## src/ber_pkg.sv

```systemverilog
// constants, register map and field layout for the bridge error reporting block
// Operation
// - secondary parity output only when enabled target/initiator
// - primary parity seen on upstream delayed write completion
// - forwarded posted write target parity raises system error
// - no system error for self-detected target parity
// - parity system error needs both response bits
// - downstream posted write: secondary seen, primary not
// - upstream posted write: primary seen, secondary not
// - system error output needs command enable bit
// - every assertion sets signaled system error status
// - forward secondary system error when forward enabled
// - secondary system error sets received status bit
// - target abort on posted write raises error
// - master abort on posted write raises error
// - posted write discarded after retry limit
// - delayed write discarded after retry limit
// - delayed read fails after retry limit
// - delayed transaction master timeout raises error
// - cause register records which event asserted
// - per-event disable bits suppress system error
// - master timeout gated only by bridge control
// - both bus locks independent unless lock crosses
package ber_pkg;

  // register byte offsets
  localparam logic [7:0] OFF_CMD      = 8'h00;
  localparam logic [7:0] OFF_STATUS   = 8'h04;
  localparam logic [7:0] OFF_BCTL     = 8'h08;
  localparam logic [7:0] OFF_SSTATUS  = 8'h0C;
  localparam logic [7:0] OFF_CAUSE    = 8'h10;
  localparam logic [7:0] OFF_DISABLE  = 8'h14;

  // command register fields
  localparam int CMD_PAR_RESP   = 0;
  localparam int CMD_SERR_EN    = 1;
  // status register fields
  localparam int STS_SIG_SERR   = 0;
  // bridge control fields
  localparam int BCTL_PAR_RESP  = 0;
  localparam int BCTL_SERR_FWD  = 1;
  localparam int BCTL_MTO_SERR  = 2;
  // secondary status fields
  localparam int SSTS_RCV_SERR  = 0;

  // event / cause bit positions
  localparam int EV_PARITY   = 0;
  localparam int EV_FORWARD  = 1;
  localparam int EV_TABORT   = 2;
  localparam int EV_MABORT   = 3;
  localparam int EV_PW_RETRY = 4;
  localparam int EV_DW_RETRY = 5;
  localparam int EV_DR_RETRY = 6;
  localparam int EV_MTIMEOUT = 7;
  localparam int EV_NUM      = 8;

  // disable bits exist for every event except forward and master timeout
  localparam logic [7:0] DIS_MASK = 8'h7D;

  // reset values
  localparam logic [1:0] CMD_RST  = 2'h0;
  localparam logic [2:0] BCTL_RST = 3'h0;
  localparam logic [7:0] DIS_RST  = 8'h00;

  // sync input bit positions
  localparam int PIN_PCLK  = 0;
  localparam int PIN_SCLK  = 1;
  localparam int PIN_PPERR = 2;
  localparam int PIN_SPERR = 3;
  localparam int PIN_SSERR = 4;

  // timing: error pulses last one bus clock period
  localparam int MCLK_PERIOD_NS = 25;
  localparam int LINK_PERIOD_NS = 200;
  localparam int LINK_CYC       = (LINK_PERIOD_NS + MCLK_PERIOD_NS - 1) / MCLK_PERIOD_NS;

  // retry limit default
  localparam int RETRY_LIMIT_DEF = 2 ** 24;

  // axi responses
  localparam logic [1:0] RESP_OKAY   = 2'h0;
  localparam logic [1:0] RESP_SLVERR = 2'h2;

  // parity drive sequencer
  typedef enum logic [2:0] {
    BER_PE_IDLE = 3'b001,
    BER_PE_LOW  = 3'b010,
    BER_PE_HIGH = 3'b100
  } ber_pe_state_t;

endpackage
```

## src/ber_error_report.sv

```systemverilog
// parity and system error reporting logic with axi4-lite control registers
module ber_error_report #(
  parameter int ADDR_W      = 8,
  parameter int RETRY_LIMIT = ber_pkg::RETRY_LIMIT_DEF
) (
  // clock and reset
  input  wire logic              mclk,
  input  wire logic              resetn,
  // bus clocks of both sides, sampled as plain inputs
  input  wire logic              upstream_side_clk,
  input  wire logic              downstream_side_clk,
  // error pins of the upstream side
  input  wire logic              upstream_side_parity_err_n,
  output logic                   upstream_side_system_err_n_out,
  output logic                   upstream_side_system_err_n_oe_n,
  // error pins of the downstream side
  input  wire logic              downstream_side_parity_err_n_in,
  output logic                   downstream_side_parity_err_n_out,
  output logic                   downstream_side_parity_err_n_oe_n,
  input  wire logic              downstream_side_system_err_n,
  // secondary parity detection from the bus engine
  input  wire logic              sec_data_parity_err,
  input  wire logic              sec_write_target,
  input  wire logic              sec_read_initiator,
  input  wire logic              up_dw_completion,
  // forwarded posted write data phase on the target bus
  input  wire logic              pw_down_active,
  input  wire logic              pw_up_active,
  input  wire logic              pw_self_detected,
  // abort and timeout events from the bus engine
  input  wire logic              pw_target_abort,
  input  wire logic              pw_master_abort,
  input  wire logic              dt_master_timeout,
  // retry accounting: 0 posted write, 1 delayed write, 2 delayed read
  input  wire logic [2:0]        retry_rcvd,
  input  wire logic [2:0]        delivered,
  output logic [2:0]             retry_discard,
  // lock requests per side and for a crossing lock
  input  wire logic              pri_lock_set,
  input  wire logic              pri_lock_clr,
  input  wire logic              sec_lock_set,
  input  wire logic              sec_lock_clr,
  input  wire logic              cross_lock_set,
  input  wire logic              cross_lock_clr,
  output logic                   pri_lock_held,
  output logic                   sec_lock_held,
  // axi4-lite write address and data
  input  wire logic [ADDR_W-1:0] s_axi_awaddr,
  input  wire logic              s_axi_awvalid,
  output logic                   s_axi_awready,
  input  wire logic [31:0]       s_axi_wdata,
  input  wire logic [3:0]        s_axi_wstrb,
  input  wire logic              s_axi_wvalid,
  output logic                   s_axi_wready,
  // axi4-lite write response
  output logic [1:0]             s_axi_bresp,
  output logic                   s_axi_bvalid,
  input  wire logic              s_axi_bready,
  // axi4-lite read
  input  wire logic [ADDR_W-1:0] s_axi_araddr,
  input  wire logic              s_axi_arvalid,
  output logic                   s_axi_arready,
  output logic [31:0]            s_axi_rdata,
  output logic [1:0]             s_axi_rresp,
  output logic                   s_axi_rvalid,
  input  wire logic              s_axi_rready
);

  localparam int RW = $clog2(RETRY_LIMIT + 1);
  localparam logic [RW-1:0] RETRY_LAST = RW'(RETRY_LIMIT - 1);
  localparam logic [3:0]    LINK_CNT   = 4'(ber_pkg::LINK_CYC);

  typedef struct packed {
    logic [4:0]              sync1;
    logic [4:0]              sync2;
    logic [1:0]              lclk_prev;
    logic                    pperr_smp;
    logic                    sperr_smp;
    logic                    sserr_smp;
    logic [1:0]              cmd;
    logic                    sig_serr;
    logic [2:0]              bctl;
    logic                    rcv_serr;
    logic [7:0]              cause;
    logic [7:0]              evdis;
    logic [2:0][RW-1:0]      retry_cnt;
    logic [2:0]              discard;
    logic [3:0]              serr_cnt;
    logic                    serr_oe_n;
    ber_pkg::ber_pe_state_t  pe_state;
    logic [3:0]              pe_cnt;
    logic                    pe_out;
    logic                    pe_oe_n;
    logic                    pri_lock;
    logic                    sec_lock;
    logic                    cross_lock;
    logic                    pri_held;
    logic                    sec_held;
    logic                    awready;
    logic                    aw_have;
    logic [ADDR_W-1:0]       aw_addr;
    logic                    wready;
    logic                    w_have;
    logic [31:0]             w_data;
    logic [3:0]              w_strb;
    logic                    bvalid;
    logic [1:0]              bresp;
    logic                    arready;
    logic                    rvalid;
    logic [31:0]             rdata;
    logic [1:0]              rresp;
  } ber_state_t;

  ber_state_t st_reg;
  ber_state_t st_next;

  // bus clock edges and pin samples taken on them
  logic       pclk_rise;
  logic       sclk_rise;
  logic       sserr_event;
  logic       pperr_fall;
  logic       sperr_fall;
  logic [2:0] retry_hit;
  logic [7:0] ev_raw;
  logic [7:0] ev_qual;
  logic       perr_trig;
  logic       wr_fire;
  logic       clr_cause;

  assign pclk_rise = st_reg.sync2[ber_pkg::PIN_PCLK] & ~st_reg.lclk_prev[0];
  assign sclk_rise = st_reg.sync2[ber_pkg::PIN_SCLK] & ~st_reg.lclk_prev[1];
  // pins are sampled at their own bus clock edge, as the bus would see them
  assign sserr_event = sclk_rise & ~st_reg.sync2[ber_pkg::PIN_SSERR] & st_reg.sserr_smp;
  assign pperr_fall  = pclk_rise & ~st_reg.sync2[ber_pkg::PIN_PPERR] & st_reg.pperr_smp;
  assign sperr_fall  = sclk_rise & ~st_reg.sync2[ber_pkg::PIN_SPERR] & st_reg.sperr_smp;

  // retry limit reached on the retry that would pass the last count
  generate
    for (genvar g = 0; g < 3; g++) begin : g_retry
      assign retry_hit[g] = retry_rcvd[g] & ~delivered[g] & (st_reg.retry_cnt[g] == RETRY_LAST);
    end
  endgenerate

  // raw events; self-detected target parity never counts
  always_comb begin
    ev_raw = 8'h00;
    ev_raw[ber_pkg::EV_PARITY] = ~pw_self_detected &
      ((pw_down_active & sperr_fall) |
       (pw_up_active & pperr_fall));
    ev_raw[ber_pkg::EV_FORWARD]  = sserr_event;
    ev_raw[ber_pkg::EV_TABORT]   = pw_target_abort;
    ev_raw[ber_pkg::EV_MABORT]   = pw_master_abort;
    ev_raw[ber_pkg::EV_PW_RETRY] = retry_hit[0];
    ev_raw[ber_pkg::EV_DW_RETRY] = retry_hit[1];
    ev_raw[ber_pkg::EV_DR_RETRY] = retry_hit[2];
    ev_raw[ber_pkg::EV_MTIMEOUT] = dt_master_timeout;
  end

  // per-event gates; command enable gates everything
  always_comb begin
    ev_qual = ev_raw & ~(st_reg.evdis & ber_pkg::DIS_MASK);
    ev_qual[ber_pkg::EV_PARITY] = ev_qual[ber_pkg::EV_PARITY] &
      st_reg.cmd[ber_pkg::CMD_PAR_RESP] & st_reg.bctl[ber_pkg::BCTL_PAR_RESP];
    ev_qual[ber_pkg::EV_FORWARD] = ev_raw[ber_pkg::EV_FORWARD] &
      st_reg.bctl[ber_pkg::BCTL_SERR_FWD];
    ev_qual[ber_pkg::EV_MTIMEOUT] = ev_raw[ber_pkg::EV_MTIMEOUT] &
      st_reg.bctl[ber_pkg::BCTL_MTO_SERR];
    if (!st_reg.cmd[ber_pkg::CMD_SERR_EN]) begin
      ev_qual = 8'h00;
    end
  end

  // secondary parity drive request
  assign perr_trig = st_reg.bctl[ber_pkg::BCTL_PAR_RESP] &
    ((sec_data_parity_err & (sec_write_target | sec_read_initiator)) |
     (up_dw_completion & ~st_reg.pperr_smp & st_reg.cmd[ber_pkg::CMD_PAR_RESP]));

  assign wr_fire   = st_reg.aw_have & st_reg.w_have & ~st_reg.bvalid;
  assign clr_cause = wr_fire & st_reg.w_strb[0] &
    ({st_reg.aw_addr[ADDR_W-1:2], 2'b00} == ADDR_W'(ber_pkg::OFF_CAUSE));

  // next state of the whole block
  always_comb begin
    logic [ADDR_W-1:0] wa;
    logic [ADDR_W-1:0] ra;
    logic [7:0]        wb;
    st_next = st_reg;
    wa      = {st_reg.aw_addr[ADDR_W-1:2], 2'b00};
    ra      = {s_axi_araddr[ADDR_W-1:2], 2'b00};
    wb      = st_reg.w_data[7:0];

    // two-stage synchronisers, then bus clock edge samples
    st_next.sync1     = {downstream_side_system_err_n, downstream_side_parity_err_n_in,
                         upstream_side_parity_err_n, downstream_side_clk, upstream_side_clk};
    st_next.sync2     = st_reg.sync1;
    st_next.lclk_prev = {st_reg.sync2[ber_pkg::PIN_SCLK], st_reg.sync2[ber_pkg::PIN_PCLK]};
    if (pclk_rise) begin
      st_next.pperr_smp = st_reg.sync2[ber_pkg::PIN_PPERR];
    end
    if (sclk_rise) begin
      st_next.sperr_smp = st_reg.sync2[ber_pkg::PIN_SPERR];
      st_next.sserr_smp = st_reg.sync2[ber_pkg::PIN_SSERR];
    end

    // retry counters: delivery restarts, limit discards and restarts
    for (int i = 0; i < 3; i++) begin
      st_next.discard[i] = retry_hit[i];
      if (delivered[i] || retry_hit[i]) begin
        st_next.retry_cnt[i] = '0;
      end else if (retry_rcvd[i]) begin
        st_next.retry_cnt[i] = st_reg.retry_cnt[i] + RW'(1);
      end
    end

    // system error pulse: one bus period low, retriggered by new causes
    if (ev_qual != 8'h00) begin
      st_next.serr_oe_n = 1'b0;
      st_next.serr_cnt  = LINK_CNT;
    end else if (st_reg.serr_cnt != 4'h0) begin
      st_next.serr_cnt = st_reg.serr_cnt - 4'h1;
      if (st_reg.serr_cnt == 4'h1) begin
        st_next.serr_oe_n = 1'b1;
      end
    end

    // parity output: drive low, drive high a period, then let go
    case (st_reg.pe_state)
      ber_pkg::BER_PE_IDLE: begin
        if (perr_trig) begin
          st_next.pe_state = ber_pkg::BER_PE_LOW;
          st_next.pe_oe_n  = 1'b0;
          st_next.pe_out   = 1'b0;
          st_next.pe_cnt   = LINK_CNT;
        end
      end
      ber_pkg::BER_PE_LOW: begin
        st_next.pe_cnt = st_reg.pe_cnt - 4'h1;
        if (st_reg.pe_cnt == 4'h1) begin
          st_next.pe_state = ber_pkg::BER_PE_HIGH;
          st_next.pe_out   = 1'b1;
          st_next.pe_cnt   = LINK_CNT;
        end
      end
      ber_pkg::BER_PE_HIGH: begin
        st_next.pe_cnt = st_reg.pe_cnt - 4'h1;
        if (st_reg.pe_cnt == 4'h1) begin
          st_next.pe_state = ber_pkg::BER_PE_IDLE;
          st_next.pe_oe_n  = 1'b1;
        end
      end
      default: begin
        st_next.pe_state = ber_pkg::BER_PE_IDLE;
        st_next.pe_oe_n  = 1'b1;
        st_next.pe_out   = 1'b1;
      end
    endcase

    // locks: each side on its own, crossing lock holds both
    if (cross_lock_set) begin
      st_next.cross_lock = 1'b1;
    end else if (cross_lock_clr) begin
      st_next.cross_lock = 1'b0;
    end
    if (pri_lock_set) begin
      st_next.pri_lock = 1'b1;
    end else if (pri_lock_clr) begin
      st_next.pri_lock = 1'b0;
    end
    if (sec_lock_set) begin
      st_next.sec_lock = 1'b1;
    end else if (sec_lock_clr) begin
      st_next.sec_lock = 1'b0;
    end
    // held flags registered so the outputs come straight from flops
    st_next.pri_held = st_next.pri_lock | st_next.cross_lock;
    st_next.sec_held = st_next.sec_lock | st_next.cross_lock;

    // axi write channels taken independently, one write at a time
    if (s_axi_awvalid && st_reg.awready) begin
      st_next.aw_have = 1'b1;
      st_next.aw_addr = s_axi_awaddr;
      st_next.awready = 1'b0;
    end
    if (s_axi_wvalid && st_reg.wready) begin
      st_next.w_have = 1'b1;
      st_next.w_data = s_axi_wdata;
      st_next.w_strb = s_axi_wstrb;
      st_next.wready = 1'b0;
    end
    if (wr_fire) begin
      st_next.aw_have = 1'b0;
      st_next.w_have  = 1'b0;
      st_next.bvalid  = 1'b1;
      st_next.bresp   = ber_pkg::RESP_OKAY;
      // only the low lane holds fields; w1c bits clear on written ones
      case (wa)
        ADDR_W'(ber_pkg::OFF_CMD): begin
          if (st_reg.w_strb[0]) st_next.cmd = wb[1:0];
        end
        ADDR_W'(ber_pkg::OFF_STATUS): begin
          if (st_reg.w_strb[0] && wb[ber_pkg::STS_SIG_SERR]) st_next.sig_serr = 1'b0;
        end
        ADDR_W'(ber_pkg::OFF_BCTL): begin
          if (st_reg.w_strb[0]) st_next.bctl = wb[2:0];
        end
        ADDR_W'(ber_pkg::OFF_SSTATUS): begin
          if (st_reg.w_strb[0] && wb[ber_pkg::SSTS_RCV_SERR]) st_next.rcv_serr = 1'b0;
        end
        ADDR_W'(ber_pkg::OFF_CAUSE): begin
          if (st_reg.w_strb[0]) st_next.cause = st_reg.cause & ~wb;
        end
        ADDR_W'(ber_pkg::OFF_DISABLE): begin
          if (st_reg.w_strb[0]) st_next.evdis = wb & ber_pkg::DIS_MASK;
        end
        default: st_next.bresp = ber_pkg::RESP_SLVERR;
      endcase
    end
    if (st_reg.bvalid && s_axi_bready) begin
      st_next.bvalid  = 1'b0;
      st_next.awready = 1'b1;
      st_next.wready  = 1'b1;
    end

    // sticky status: hardware set wins over a clear in the same cycle
    if (ev_qual != 8'h00) begin
      st_next.sig_serr = 1'b1;
    end
    if (sserr_event) begin
      st_next.rcv_serr = 1'b1;
    end
    st_next.cause = st_next.cause | ev_qual;

    // axi read: one outstanding, data from registers
    if (s_axi_arvalid && st_reg.arready) begin
      st_next.arready = 1'b0;
      st_next.rvalid  = 1'b1;
      st_next.rresp   = ber_pkg::RESP_OKAY;
      st_next.rdata   = 32'h0000_0000;
      case (ra)
        ADDR_W'(ber_pkg::OFF_CMD):     st_next.rdata[1:0] = st_reg.cmd;
        ADDR_W'(ber_pkg::OFF_STATUS):  st_next.rdata[0]   = st_reg.sig_serr;
        ADDR_W'(ber_pkg::OFF_BCTL):    st_next.rdata[2:0] = st_reg.bctl;
        ADDR_W'(ber_pkg::OFF_SSTATUS): st_next.rdata[0]   = st_reg.rcv_serr;
        ADDR_W'(ber_pkg::OFF_CAUSE):   st_next.rdata[7:0] = st_reg.cause;
        ADDR_W'(ber_pkg::OFF_DISABLE): st_next.rdata[7:0] = st_reg.evdis;
        default:                       st_next.rresp      = ber_pkg::RESP_SLVERR;
      endcase
    end
    if (st_reg.rvalid && s_axi_rready) begin
      st_next.rvalid  = 1'b0;
      st_next.arready = 1'b1;
    end
  end

  // one register stage for all state; pins idle released and high
  always_ff @(posedge mclk) begin
    if (!resetn) begin
      st_reg           <= '0;
      st_reg.sync1     <= 5'h1F;
      st_reg.sync2     <= 5'h1F;
      st_reg.lclk_prev <= 2'h3;
      st_reg.pperr_smp <= 1'b1;
      st_reg.sperr_smp <= 1'b1;
      st_reg.sserr_smp <= 1'b1;
      st_reg.cmd       <= ber_pkg::CMD_RST;
      st_reg.bctl      <= ber_pkg::BCTL_RST;
      st_reg.evdis     <= ber_pkg::DIS_RST;
      st_reg.serr_oe_n <= 1'b1;
      st_reg.pe_state  <= ber_pkg::BER_PE_IDLE;
      st_reg.pe_out    <= 1'b1;
      st_reg.pe_oe_n   <= 1'b1;
      st_reg.awready   <= 1'b1;
      st_reg.wready    <= 1'b1;
      st_reg.arready   <= 1'b1;
    end else begin
      st_reg <= st_next;
    end
  end

  // outputs straight from the state register; system error data output tied low
  assign upstream_side_system_err_n_out    = 1'b0;
  assign upstream_side_system_err_n_oe_n   = st_reg.serr_oe_n;
  assign downstream_side_parity_err_n_out  = st_reg.pe_out;
  assign downstream_side_parity_err_n_oe_n = st_reg.pe_oe_n;
  assign retry_discard  = st_reg.discard;
  assign pri_lock_held  = st_reg.pri_held;
  assign sec_lock_held  = st_reg.sec_held;
  assign s_axi_awready  = st_reg.awready;
  assign s_axi_wready   = st_reg.wready;
  assign s_axi_bvalid   = st_reg.bvalid;
  assign s_axi_bresp    = st_reg.bresp;
  assign s_axi_arready  = st_reg.arready;
  assign s_axi_rvalid   = st_reg.rvalid;
  assign s_axi_rdata    = st_reg.rdata;
  assign s_axi_rresp    = st_reg.rresp;
endmodule

```

## config.mk

```make
export PLATFORM = sky130hd
export DESIGN_NAME = ber_error_report
export DESIGN_NICKNAME = d
export VERILOG_FILES = /design/src/ber_pkg.sv /design/src/ber_error_report.sv
export SDC_FILE = /design/constraint.sdc
export NUM_CORES = 1
export LEC_CHECK = 0
export BUFFER_PORTS_ARGS = -buffer_cell sky130_fd_sc_hd__clkbuf_2
export CAP_MARGIN = 0
export CORE_ASPECT_RATIO = 0.7
export CORE_MARGIN = 2
export CORE_UTILIZATION = 40
export CTS_CLUSTER_SIZE = 28
export DETAILED_ROUTE_END_ITERATION = 10
export GPL_ROUTABILITY_DRIVEN = 1
export PLACE_DENSITY = 0.64
export SLEW_MARGIN = 0
export SYNTH_ARGS = -nofsm -noshare
export SYNTH_HDL_FRONTEND = slang
export SYNTH_SLANG_ARGS = --single-unit
```

## constraint.sdc

```tcl
create_clock -name mclk -period 3.4 [get_ports mclk]
set_clock_uncertainty 0.05 [all_clocks]
set_input_delay 0.17 -clock mclk [delete_from_list [all_inputs] [get_ports mclk]]
set_output_delay 0.17 -clock mclk [all_outputs]
set_load 0.02 [all_outputs]
```

# --- Word-level counts from Yosys, hierarchy flattened ---
# Index checks and enable logic that the tools add are counted.
word_totals:
  out_inout_bits: 50
  mem_bits_ro: 0
  memories: 0
  word_cells: 195
  latch_bits: 0
  ff_bits: 169
  input_bits: 86
  ram_bits: 0
classes:
  muxes: 36
  reduce_logical: 41
  n_shift: 0
  bitwise: 51
  n_mul: 0
  n_lt_le_gt_ge: 0
  n_eq_ne: 21
  n_addsub: 5
  div: 0
op_table:
  columns: ["op", "n"]
  rows:
  - ["25-bit by 1-bit adder with 25-bit output (second input constant)", 3]
  - ["25-bit by 24-bit equality test with 1-bit output (second input constant)", 3]
  - ["8-bit 2-to-1 mux", 4]
  - ["1-bit AND", 27]
  - ["6-bit by 2-bit equality test with 1-bit output (second input constant)", 4]
  - ["6-bit by 3-bit equality test with 1-bit output (second input constant)", 4]
  - ["3-bit AND reduction", 8]
  - ["21-bit 2-to-1 mux", 1]
  - ["2-bit nonzero test", 8]
  - ["7-bit 2-to-1 mux", 2]
  - ["1-bit inverter", 14]
  - ["2-bit OR reduction", 7]
  - ["1-bit 2-to-1 mux", 13]
  - ["6-bit by 1-bit equality test with 1-bit output (second input constant)", 2]
  - ["6-bit zero test", 2]
  - ["1-bit one-hot mux with 3 select lines", 4]
  - ["4-bit one-hot mux with 3 select lines", 1]
  - ["6-bit OR reduction", 2]
  - ["5-bit 2-to-1 mux", 2]
  - ["5-bit one-hot mux with 2 select lines", 1]
  - ["3-bit 2-to-1 mux", 3]
  - ["9-bit 2-to-1 mux", 1]
  - ["3-bit one-hot mux with 3 select lines", 1]
  - ["8-bit AND", 1]
  - ["19 further kinds", 36]

# --- Depth between registers and ports, before layout ---
# Gate-level depths: netlist of run 1.
logic_depth:
  word_depth: 14
  mapped_depth: 7
  depth_no_buf: 7

# --- Least setup slack after synthesis of run 1 ---
# Ideal clock, no wire load.
synth_timing:
  path_kind: "reg2reg"
  from: "register st_reg[159] (netlist name)"
  to: "register st_reg[163] (netlist name)"
  setup_slack_ns: 1.539
  setup_ns: 0.115
  required_time_ns: 3.235
  arrival_time_ns: 1.696
  n_path_buf: 1
  path_stages_with_launch: 8
  period_less_slack_ns: 1.861
  path_cell_list: "dfxtp_1 > ha_1 > nand4_2 > nor3_4 > nand3_2 > o31ai_4 > buf_4 > nor2_1"
synth_via:
  elab_chain_cells: 4
synth_rtl:
  columns: ["item", "line", "rtl"]
  rows:
  - ["start, declared", "ber_error_report.sv:114", "ber_state_t st_reg;"]
  - ["start signal, assigned", "ber_error_report.sv:376", "st_reg <= st_next;"]
  - ["parallel branches: the longest is 4 deep, another holds 25-bit by 1-bit adder with 25-bit output", null, null]
# Parallel ways; which one is timed is not known.
# A chain may end at the register's enable or synchronous reset.

# --- Worst setup path in the final report of run 1 ---
layout_timing:
  from: "register st_reg[109] (netlist name)"
  to: "register st_reg[131] (netlist name)"
# The elaborated chain is that of the path after synthesis.

==> Implementation_results.wiki, run 1 <==
{| class="wikitable"
! Metric !! Value
|-
| Outcome || completed
|-
| Number of instances in the synthesized netlist || 831
|-
| Worst slew slack as a fraction of its limit || 39.96%
|-
| Synth Area per Inst || 8.784 sq um
|-
| Max FFs per register || 135
|-
| Final setup viols || 0
|-
| Synth-to-layout area growth || 18.38%
|-
| Die span in y || 117.0 um
|-
| Worst reg-to-reg setup slack || 1230 ps
|-
| Vias in the first global route || 4,980
|-
| Antenna violations before repair || 0
|-
| Overall via count from detail_route || 5,663
|-
| Seq cells post-synth || 165
|-
| CTS buffer count || 17
|-
| Fraction of the yosys area taken by sequential cells || 45.25%
|-
| Final-stage net count || 1,016
|-
| CTS tree || built
|-
| Cell occurring most often along the worst timing path || sky130_fd_sc_hd__and3_1
|-
| Length of the first detailed-routing pass in iterations || 5
|-
| Number of top-level pins || 136
|-
| Main area contributors after synthesis || sky130_fd_sc_hd__dfxtp_1 (45%), sky130_fd_sc_hd__nor2_1 (6.5%), sky130_fd_sc_hd__xor2_1 (4.6%)
|-
| Sum of negative setup slack || 0 ps
|-
| Site Rows || 41
|-
| Crit-path max cell delay || 390 ps
|-
| Antenna diodes || 0
|-
| Fin. max-slew vios || 0
|-
| Power density relative to cell area || 516.1 nW/um^2
|-
| Leakage component of the power || 0.003366 uW
|-
| Share of the clock period used by the worst path || 63.81%
|-
| Violation count after the first detailed-route iteration || 352
|-
| Setup WS pre-CTS || 1216 ps
|-
| Hold Path Sink || sec_lock_held
|-
| Port Buf Inserts || 77
|-
| Depth of the worst register-to-register path || 7
|-
| Startpoint of the worst register-to-register path || st_reg[109]
|-
| Max rail drop VDD || 0.0002760 V
|-
| Yosys top cell by area || sky130_fd_sc_hd__dfxtp_1
|-
| Detail-routed via count per cell || 4.836
|-
| Cells along the critical path || ha_1, and3_1, and3_1, nand4_1, o21ai_2, buf_4, nor2_1
|-
| Critical Path Source Type || flip-flop
|-
| Kind of end point of the critical path || flip-flop
|-
| Sinks on the clock net || 165
|-
| Arrival time at the worst endpoint || 2430 ps
|-
| Fillers || 1,733
|-
| Number of antenna-violating nets in the routed design || 0
|-
| Final worst-path setup slack || 1231 ps
|-
| Number of cells on the worst hold path || 4
|-
| Worst setup path startpoint || st_reg[109]
|-
| Die area || 19,360 sq um
|-
| Total design power || 4459 uW
|-
| End-of-flow core utilization || 48.13%
|-
| RSZ-0062 raised after global routing || no
|-
| Synthesized cell area || 7300 sq um
|-
| Hold Vio Cnt, Final || 0
|-
| Width of the die || 165.5 um
|-
| Buf/Inv on CP || 1
|-
| Synthesis warning total || 0
|-
| Worst-Margin Slew || 892.4 ps
|-
| Worst-case clock buffer depth || 2
|-
| Fraction of synthesized cell area taken by the top area cell type || 45.25%
|-
| Count of instances resized after the clock tree is built || 0
|-
| Final Cell Area || 8641 sq um
|-
| Post-Place Cell Area || 7686 sq um
|-
| Overall routing resource usage || 16.28%
|-
| Largest fanout of any net on the critical path || 15
|-
| Initial cell density of the core || 40.66%
|-
| Number of enable-type register cells in the synthesized netlist || 0
|-
| Async set-or-reset flop fraction in the synthesized netlist || 0%
|-
| Area of the core || 17,950 sq um
|-
| Share of layout cells above drive strength 1 || 15.08%
|-
| Start-to-end type of the worst setup path || reg2reg
|-
| Post-synth cell types || 61
|-
| Wire length reported by the detailed router || 15,170 um
|-
| Worst min-delay path startpoint || sec_lock_clr
|-
| Class of the most critical hold timing path || in2reg
|-
| Highest achievable clock rate || 0.4609 GHz
|-
| Cell at the root of the clock tree || sky130_fd_sc_hd__clkbuf_16
|-
| Buffers inserted by post-CTS timing repair || 0
|-
| Count of H-tree levels built during CTS || 4
|-
| Final HPWL DP || 10,830 um
|-
| Largest net degree at the start of global routing || 34
|-
| Last weighted congestion value of the routability-driven placer || 0.7637
|-
| Worst-path cell with the longest stage delay || sky130_fd_sc_hd__o21ai_2
|-
| First-pass GRT wire length || 24,830 um
|-
| Max cap viols || 0
|-
| Congestion Overflow GR || 0
|-
| Source-to-sink clock delay at the later pin of the worst-skew pair || 420 ps
|-
| Capture point of the worst reg-to-reg path || st_reg[131]
|-
| Routed len/inst || 12.96 um
|-
| Main flop type after synthesis || sky130_fd_sc_hd__dfxtp_1
|-
| Tmin final || 2170 ps
|-
| Worst EP required || 3660 ps
|-
| CTS clk-pin slew, worst paths || 70 ps
|-
| DR DRC count || 0
|-
| Gate family responsible for the most delay along the worst path || simple AND/OR/NAND/NOR gates
|}
==> worst max path at each step <==
stage	end	slack, ps	cells past startpoint
final	st_reg[131]	1230	7
after global routing	st_reg[149]	1020	5
after CTS	st_reg[131]	1190	7
after detailed placement	st_reg[131]	1220	7
after global placement	st_reg[110]	1230	7
after floorplan	st_reg[163]	1540	7
==> logic make-up (layout without fill, tap and decap cells) <==
group / Yosys count / in the layout / synth area share, %
DFF: 165 / 165 / 45.25
AOI/OAI and AO/OA: 83 / 83 / 6.891
buffers and inverters: 88 / 166 / 6.856
xor gates and xnor gates: 72 / 72 / 8.639
muxes: 25 / 25 / 3.651
other: 1 / 27 / 0.05137
and+or+nand+nor: 389 / 389 / 27.29
adders and majority gates: 8 / 8 / 1.371
==> final cells by class <==
type                            count  area, sq um  area share [%]
Inverter                           19        71.32          0.8254
Tap cell                          236        295.3           3.417
Timing Repair Buffer              115        753.2           8.717
Sequential cell                   165         3303           38.23
Clock inverter                     13        171.4           1.984
Multi-Input combinational cell    604         3593           41.59
Clock buffer                       19        452.9           5.242
==> tightest hold or removal path, stage by stage <==
cell	delay [ps]
sky130_fd_sc_hd__clkbuf_2	80
sky130_fd_sc_hd__inv_1	40
sky130_fd_sc_hd__a21oi_1	70
sky130_fd_sc_hd__o21ai_0	120
==> Yosys cell counts (8+ instances only) <==
library cell,n
sky130_fd_sc_hd__nand2_1,75
sky130_fd_sc_hd__mux2i_1,21
sky130_fd_sc_hd__buf_4,43
sky130_fd_sc_hd__a21oi_1,42
sky130_fd_sc_hd__inv_1,18
sky130_fd_sc_hd__xor2_1,38
sky130_fd_sc_hd__nand2b_1,19
sky130_fd_sc_hd__nor3_1,29
sky130_fd_sc_hd__o21ai_0,15
sky130_fd_sc_hd__and3_1,12
sky130_fd_sc_hd__ha_1,8
sky130_fd_sc_hd__clkbuf_1,16
sky130_fd_sc_hd__nor2_1,126
sky130_fd_sc_hd__nand3_1,32
sky130_fd_sc_hd__xnor2_1,34
sky130_fd_sc_hd__and4_1,11
sky130_fd_sc_hd__nand4_1,29
sky130_fd_sc_hd__dfxtp_1,165
==> per-stage QoR <==
| step | cells | hold WS (ps) |
|---|---|---|
| detailed placement | 1106 | 317.7 |
| floorplan | 857 | 198.7 |
| CTS | 1171 | 12.65 |
| finish | 1171 | 33.61 |
| global placement | 1106 | 315.9 |
| global route | 1171 | 42.90 |
==> layout by cell type (no fill, tap or decap), types with 18 or more instances in the layout <==
| cell | count |
|---|---|
| sky130_fd_sc_hd__nand2_1 | 75 |
| sky130_fd_sc_hd__dlygate4sd3_1 | 33 |
| sky130_fd_sc_hd__xnor2_1 | 34 |
| sky130_fd_sc_hd__nor2_1 | 126 |
| sky130_fd_sc_hd__clkbuf_2 | 77 |
| sky130_fd_sc_hd__nor3_1 | 29 |
| sky130_fd_sc_hd__nand4_1 | 29 |
| sky130_fd_sc_hd__mux2i_1 | 21 |
| sky130_fd_sc_hd__nand2b_1 | 19 |
| sky130_fd_sc_hd__inv_1 | 18 |
| sky130_fd_sc_hd__conb_1 | 27 |
| sky130_fd_sc_hd__dfxtp_1 | 165 |
| sky130_fd_sc_hd__xor2_1 | 38 |
| sky130_fd_sc_hd__a21oi_1 | 42 |
| sky130_fd_sc_hd__nand3_1 | 32 |
==> layer usage <==
metal / GRT usage, % / share of wire (%)
met5: 0 / 0
met2: 22.46 / 40
met3: 4.299 / 4.8
met1: 24.86 / 54
met4: 4.195 / 0.93
==> report_power, final <==
group	internal, uW	switching (uW)
sequential	1990	53.6
clock	1210	805
combinational	174	228
==> what timing repair did <==
item,in CTS,in global routing
setup endpoints to repair,0,0
hold buffers,33,0
endpoints found under the hold margin,34,0
(Power assumes the default switching activity.)
==> run 2: changes to the inputs <==
- PLACE_DENSITY: 0.64 -> 0.66
- clock period: 3.4 -> 1.85 ns (I/O delays scaled with it)
==> Implementation_results.wiki, run 2 (same netlist as run 1, synthesis figures left out) <==
{| class="wikitable"
! Metric !! Value
|-
| Share of power burned in registers || 46.3% (+0.4 points)
|-
| Initial cell density of the core || 40.66% (unchanged)
|-
| Final-stage net count || 1,095 (+7.8%)
|-
| Placed Cells || 1,154 (+4.3%)
|-
| Detail-routed via count per cell || 4.768 (-1.4%)
|-
| Max FFs per register || 135 (unchanged)
|-
| Highest achievable clock rate || 0.5410 GHz (+17%)
|-
| Tmin final || 1849 ps (-321.0 ps)
|-
| Max rail drop VDD || 0.0005335 V (+93%)
|-
| Final worst-path setup slack || 1.489 ps (-1229 ps)
|-
| Area of the core || 17,950 sq um (unchanged)
|-
| Final-layout worst hold slack || 23.15 ps (-10.46 ps)
|-
| Share of layout cells above drive strength 1 || 23.96% (+8.9 points)
|-
| Fraction of power consumed by the clock network || 43.1% (-2.0 points)
|-
| Crit-path max cell delay || 380 ps (about the same)
|-
| Source-to-sink clock delay at the later pin of the worst-skew pair || 430 ps (about the same)
|-
| Fillers || 1,638 (-5.5%)
|-
| Cell at the root of the clock tree || sky130_fd_sc_hd__clkbuf_16
|-
| Kind of end point of the critical path || flip-flop
|-
| Synth-to-layout area growth || 31.13%
|-
| DR DRC count || 0 (unchanged)
|-
| CTS tree || built
|-
| Antenna diodes || 0 (unchanged)
|-
| RSZ-0062 raised after global routing || yes
|-
| Cell internal pwr || 6064 uW (+80%)
|-
| Most common cell after layout, fill and taps aside || sky130_fd_sc_hd__dfxtp_1
|-
| CTS buffer count || 17 (unchanged)
|-
| Switching power summed over all nets || 2072 uW (+91%)
|-
| Overall routing resource usage || 17.26% (+0.98 points)
|-
| Largest fanout of any net on the critical path || 6 (-9)
|-
| Routed len/inst || 13.61 um (+5.0%)
|-
| Class of the most critical hold timing path || in2reg
|-
| Max cap viols || 0 (unchanged)
|-
| Number of top-level pins || 136 (unchanged)
|-
| Power density relative to cell area || 850.0 nW/um^2 (+65%)
|-
| Final setup viols || 0 (unchanged)
|-
| Top sig layer || met4
|-
| Critical Path Source Type || flip-flop
|-
| Count of H-tree levels built during CTS || 4 (unchanged)
|-
| Arrival time at the worst endpoint || 2120 ps (-310 ps)
|-
| Wire length reported by the detailed router || 17,010 um (+12%)
|-
| Share of total power in combinational logic || 10.6% (+1.6 points)
|-
| Worst-path cell with the longest stage delay || sky130_fd_sc_hd__dfxtp_1
|-
| Gate family responsible for the most delay along the worst path || simple AND/OR/NAND/NOR gates
|-
| Start-to-end type of the worst setup path || reg2reg
|-
| Length of the first detailed-routing pass in iterations || 4 (-1)
|-
| Die span in y || 117.0 um (unchanged)
|-
| Outcome || completed
|-
| Leakage component of the power || 0.003796 uW (+13%)
|-
| Setup WS pre-CTS || -40.95 ps (-1257 ps)
|-
| Largest net degree at the start of global routing || 27 (-21%)
|-
| Routed length on met3 || 786 um (+8.6%)
|-
| Post-Route M1 WL || 8813 um (+6.6%)
|-
| Die area || 19,360 sq um (unchanged)
|-
| Number of standard cells in the final layout excluding fillers || 1,250 (+6.7%)
|-
| Congestion Overflow GR || 0 (unchanged)
|-
| Last weighted congestion value of the routability-driven placer || 0.7993 (+4.7%)
|-
| Combined area of the multi-input logic cells || 3785 sq um (+5.3%)
|-
| Number of antenna-violating nets in the routed design || 0 (unchanged)
|-
| Top library cells by usage in the layout, fill and taps aside || sky130_fd_sc_hd__dfxtp_1 (155), sky130_fd_sc_hd__nor2_1 (115), sky130_fd_sc_hd__clkbuf_2 (77)
|-
| Violation count after the first detailed-route iteration || 286 (-19%)
|-
| Buf/Inv on CP || 1 (unchanged)
|-
| Cells along the critical path || and4_2, and4_1, nand4_1, o21ai_4, clkbuf_16, nor2_1
|-
| Vias in the first global route || 5,304 (+6.5%)
|-
| Final Cell Area || 9572 sq um (+11%)
|-
| Hold Vio Cnt, Final || 0 (unchanged)
|-
| Site Rows || 41 (unchanged)
|-
| Overall via count from detail_route || 5,960 (+5.2%)
|-
| Width of the die || 165.5 um (unchanged)
|-
| Met2 wirelength from detailed routing || 7263 um (+20%)
|-
| Total design power || 8136 uW (+82%)
|-
| Switching fraction of total power || 25.47% (+1.1 points)
|-
| Fin. max-slew vios || 0 (unchanged)
|-
| First-pass GRT wire length || 26,140 um (+5.3%)
|-
| Share of the clock period used by the worst path || 99.92% (+36 points)
|-
| CTS clk-pin slew, worst paths || 70 ps (about the same)
|-
| Worst-case clock buffer depth || 2 (unchanged)
|-
| Sequential cell area in the final layout || 3318 sq um (+0.45%)
|-
| Final HPWL DP || 11,490 um (+6.1%)
|-
| Post-Place Cell Area || 8084 sq um (+5.2%)
|-
| Antenna violations before repair || 0 (unchanged)
|-
| Sinks on the clock net || 165 (unchanged)
|-
| Port Buf Inserts || 77 (unchanged)
|-
| Worst EP required || 2120 ps (-1540 ps)
|}
[run 2: cell types whose count changed in the layout (fill, tap and decap cells not counted), moves of 9 or more]
cell	previous run	this run
sky130_fd_sc_hd__buf_4	5	59
sky130_fd_sc_hd__dlygate4sd3_1	33	47
sky130_fd_sc_hd__dfxtp_2	0	9
sky130_fd_sc_hd__nor2_4	0	10
sky130_fd_sc_hd__nor2_1	126	115
sky130_fd_sc_hd__dfxtp_1	165	155
[run 2: timing repair]
| item | in CTS | in global routing |
|---|---|---|
| endpoints found under the hold margin | 46 | 0 |
| hold buffers | 47 | 0 |
| gates resized for setup | 1 | 56 |
| pin swaps | 0 | 20 |
| endpoints found under the setup margin | 4 | 61 |
| buffers inserted | 0 | 11 |
| gates cloned | 0 | 6 |
[run 2: metrics by stage]
step / util [%] / setup TNS, ps
after floorplan: - / 0
after global placement: 45.02 / 0
after detailed placement: 45.02 / -40.95
after CTS: 50.94 / 0
after global routing: 53.31 / -1538
final: 53.31 / 0
[run 2: power groups by stage]
stage | combinational, uW | sequential (uW) | clock (uW)
CTS | 813 | 3760 | 3590
detailed placement | 731 | 3840 | 0
global placement | 718 | 3840 | 0
finish | 865 | 3770 | 3500
floorplan | 544 | 3830 | 0
global route | 978 | 3780 | 3730
[run 2: path summary, 6_finish.rpt]
check / cells past startpoint / startpoint / endpoint / slack, ps
setup / recovery: 6 / st_reg[126] / st_reg[126] / 1
hold / removal: 4 / dt_master_timeout / st_reg[199] / 20
setup reg to reg: 6 / st_reg[126] / st_reg[126] / 1
hold reg to reg: 1 / st_next[213] / st_next[211] / 360
[run 2: cell type report]
type                            instances  area share [%]
Inverter                               19          0.7451
Multi-Input combinational cell        604           39.54
Clock buffer                           20           4.876
Tap cell                              236           3.085
Timing Repair Buffer                  194           15.84
Sequential cell                       165           34.67
Clock inverter                         12           1.242
[run 2: layer usage]
layer | GRT usage [%] | up-vias
li1 | - | 3116
met1 | 25.60 | 2712
met2 | 25.09 | 123
met3 | 4.123 | 9
met4 | 4.483 | 0
met5 | 0 | -
[run 2: worst min-delay path, delay by kind of cell]
family,cells,cell delay (ps)
compound gates,1,70
buf+inv,1,90
simple gates,2,200
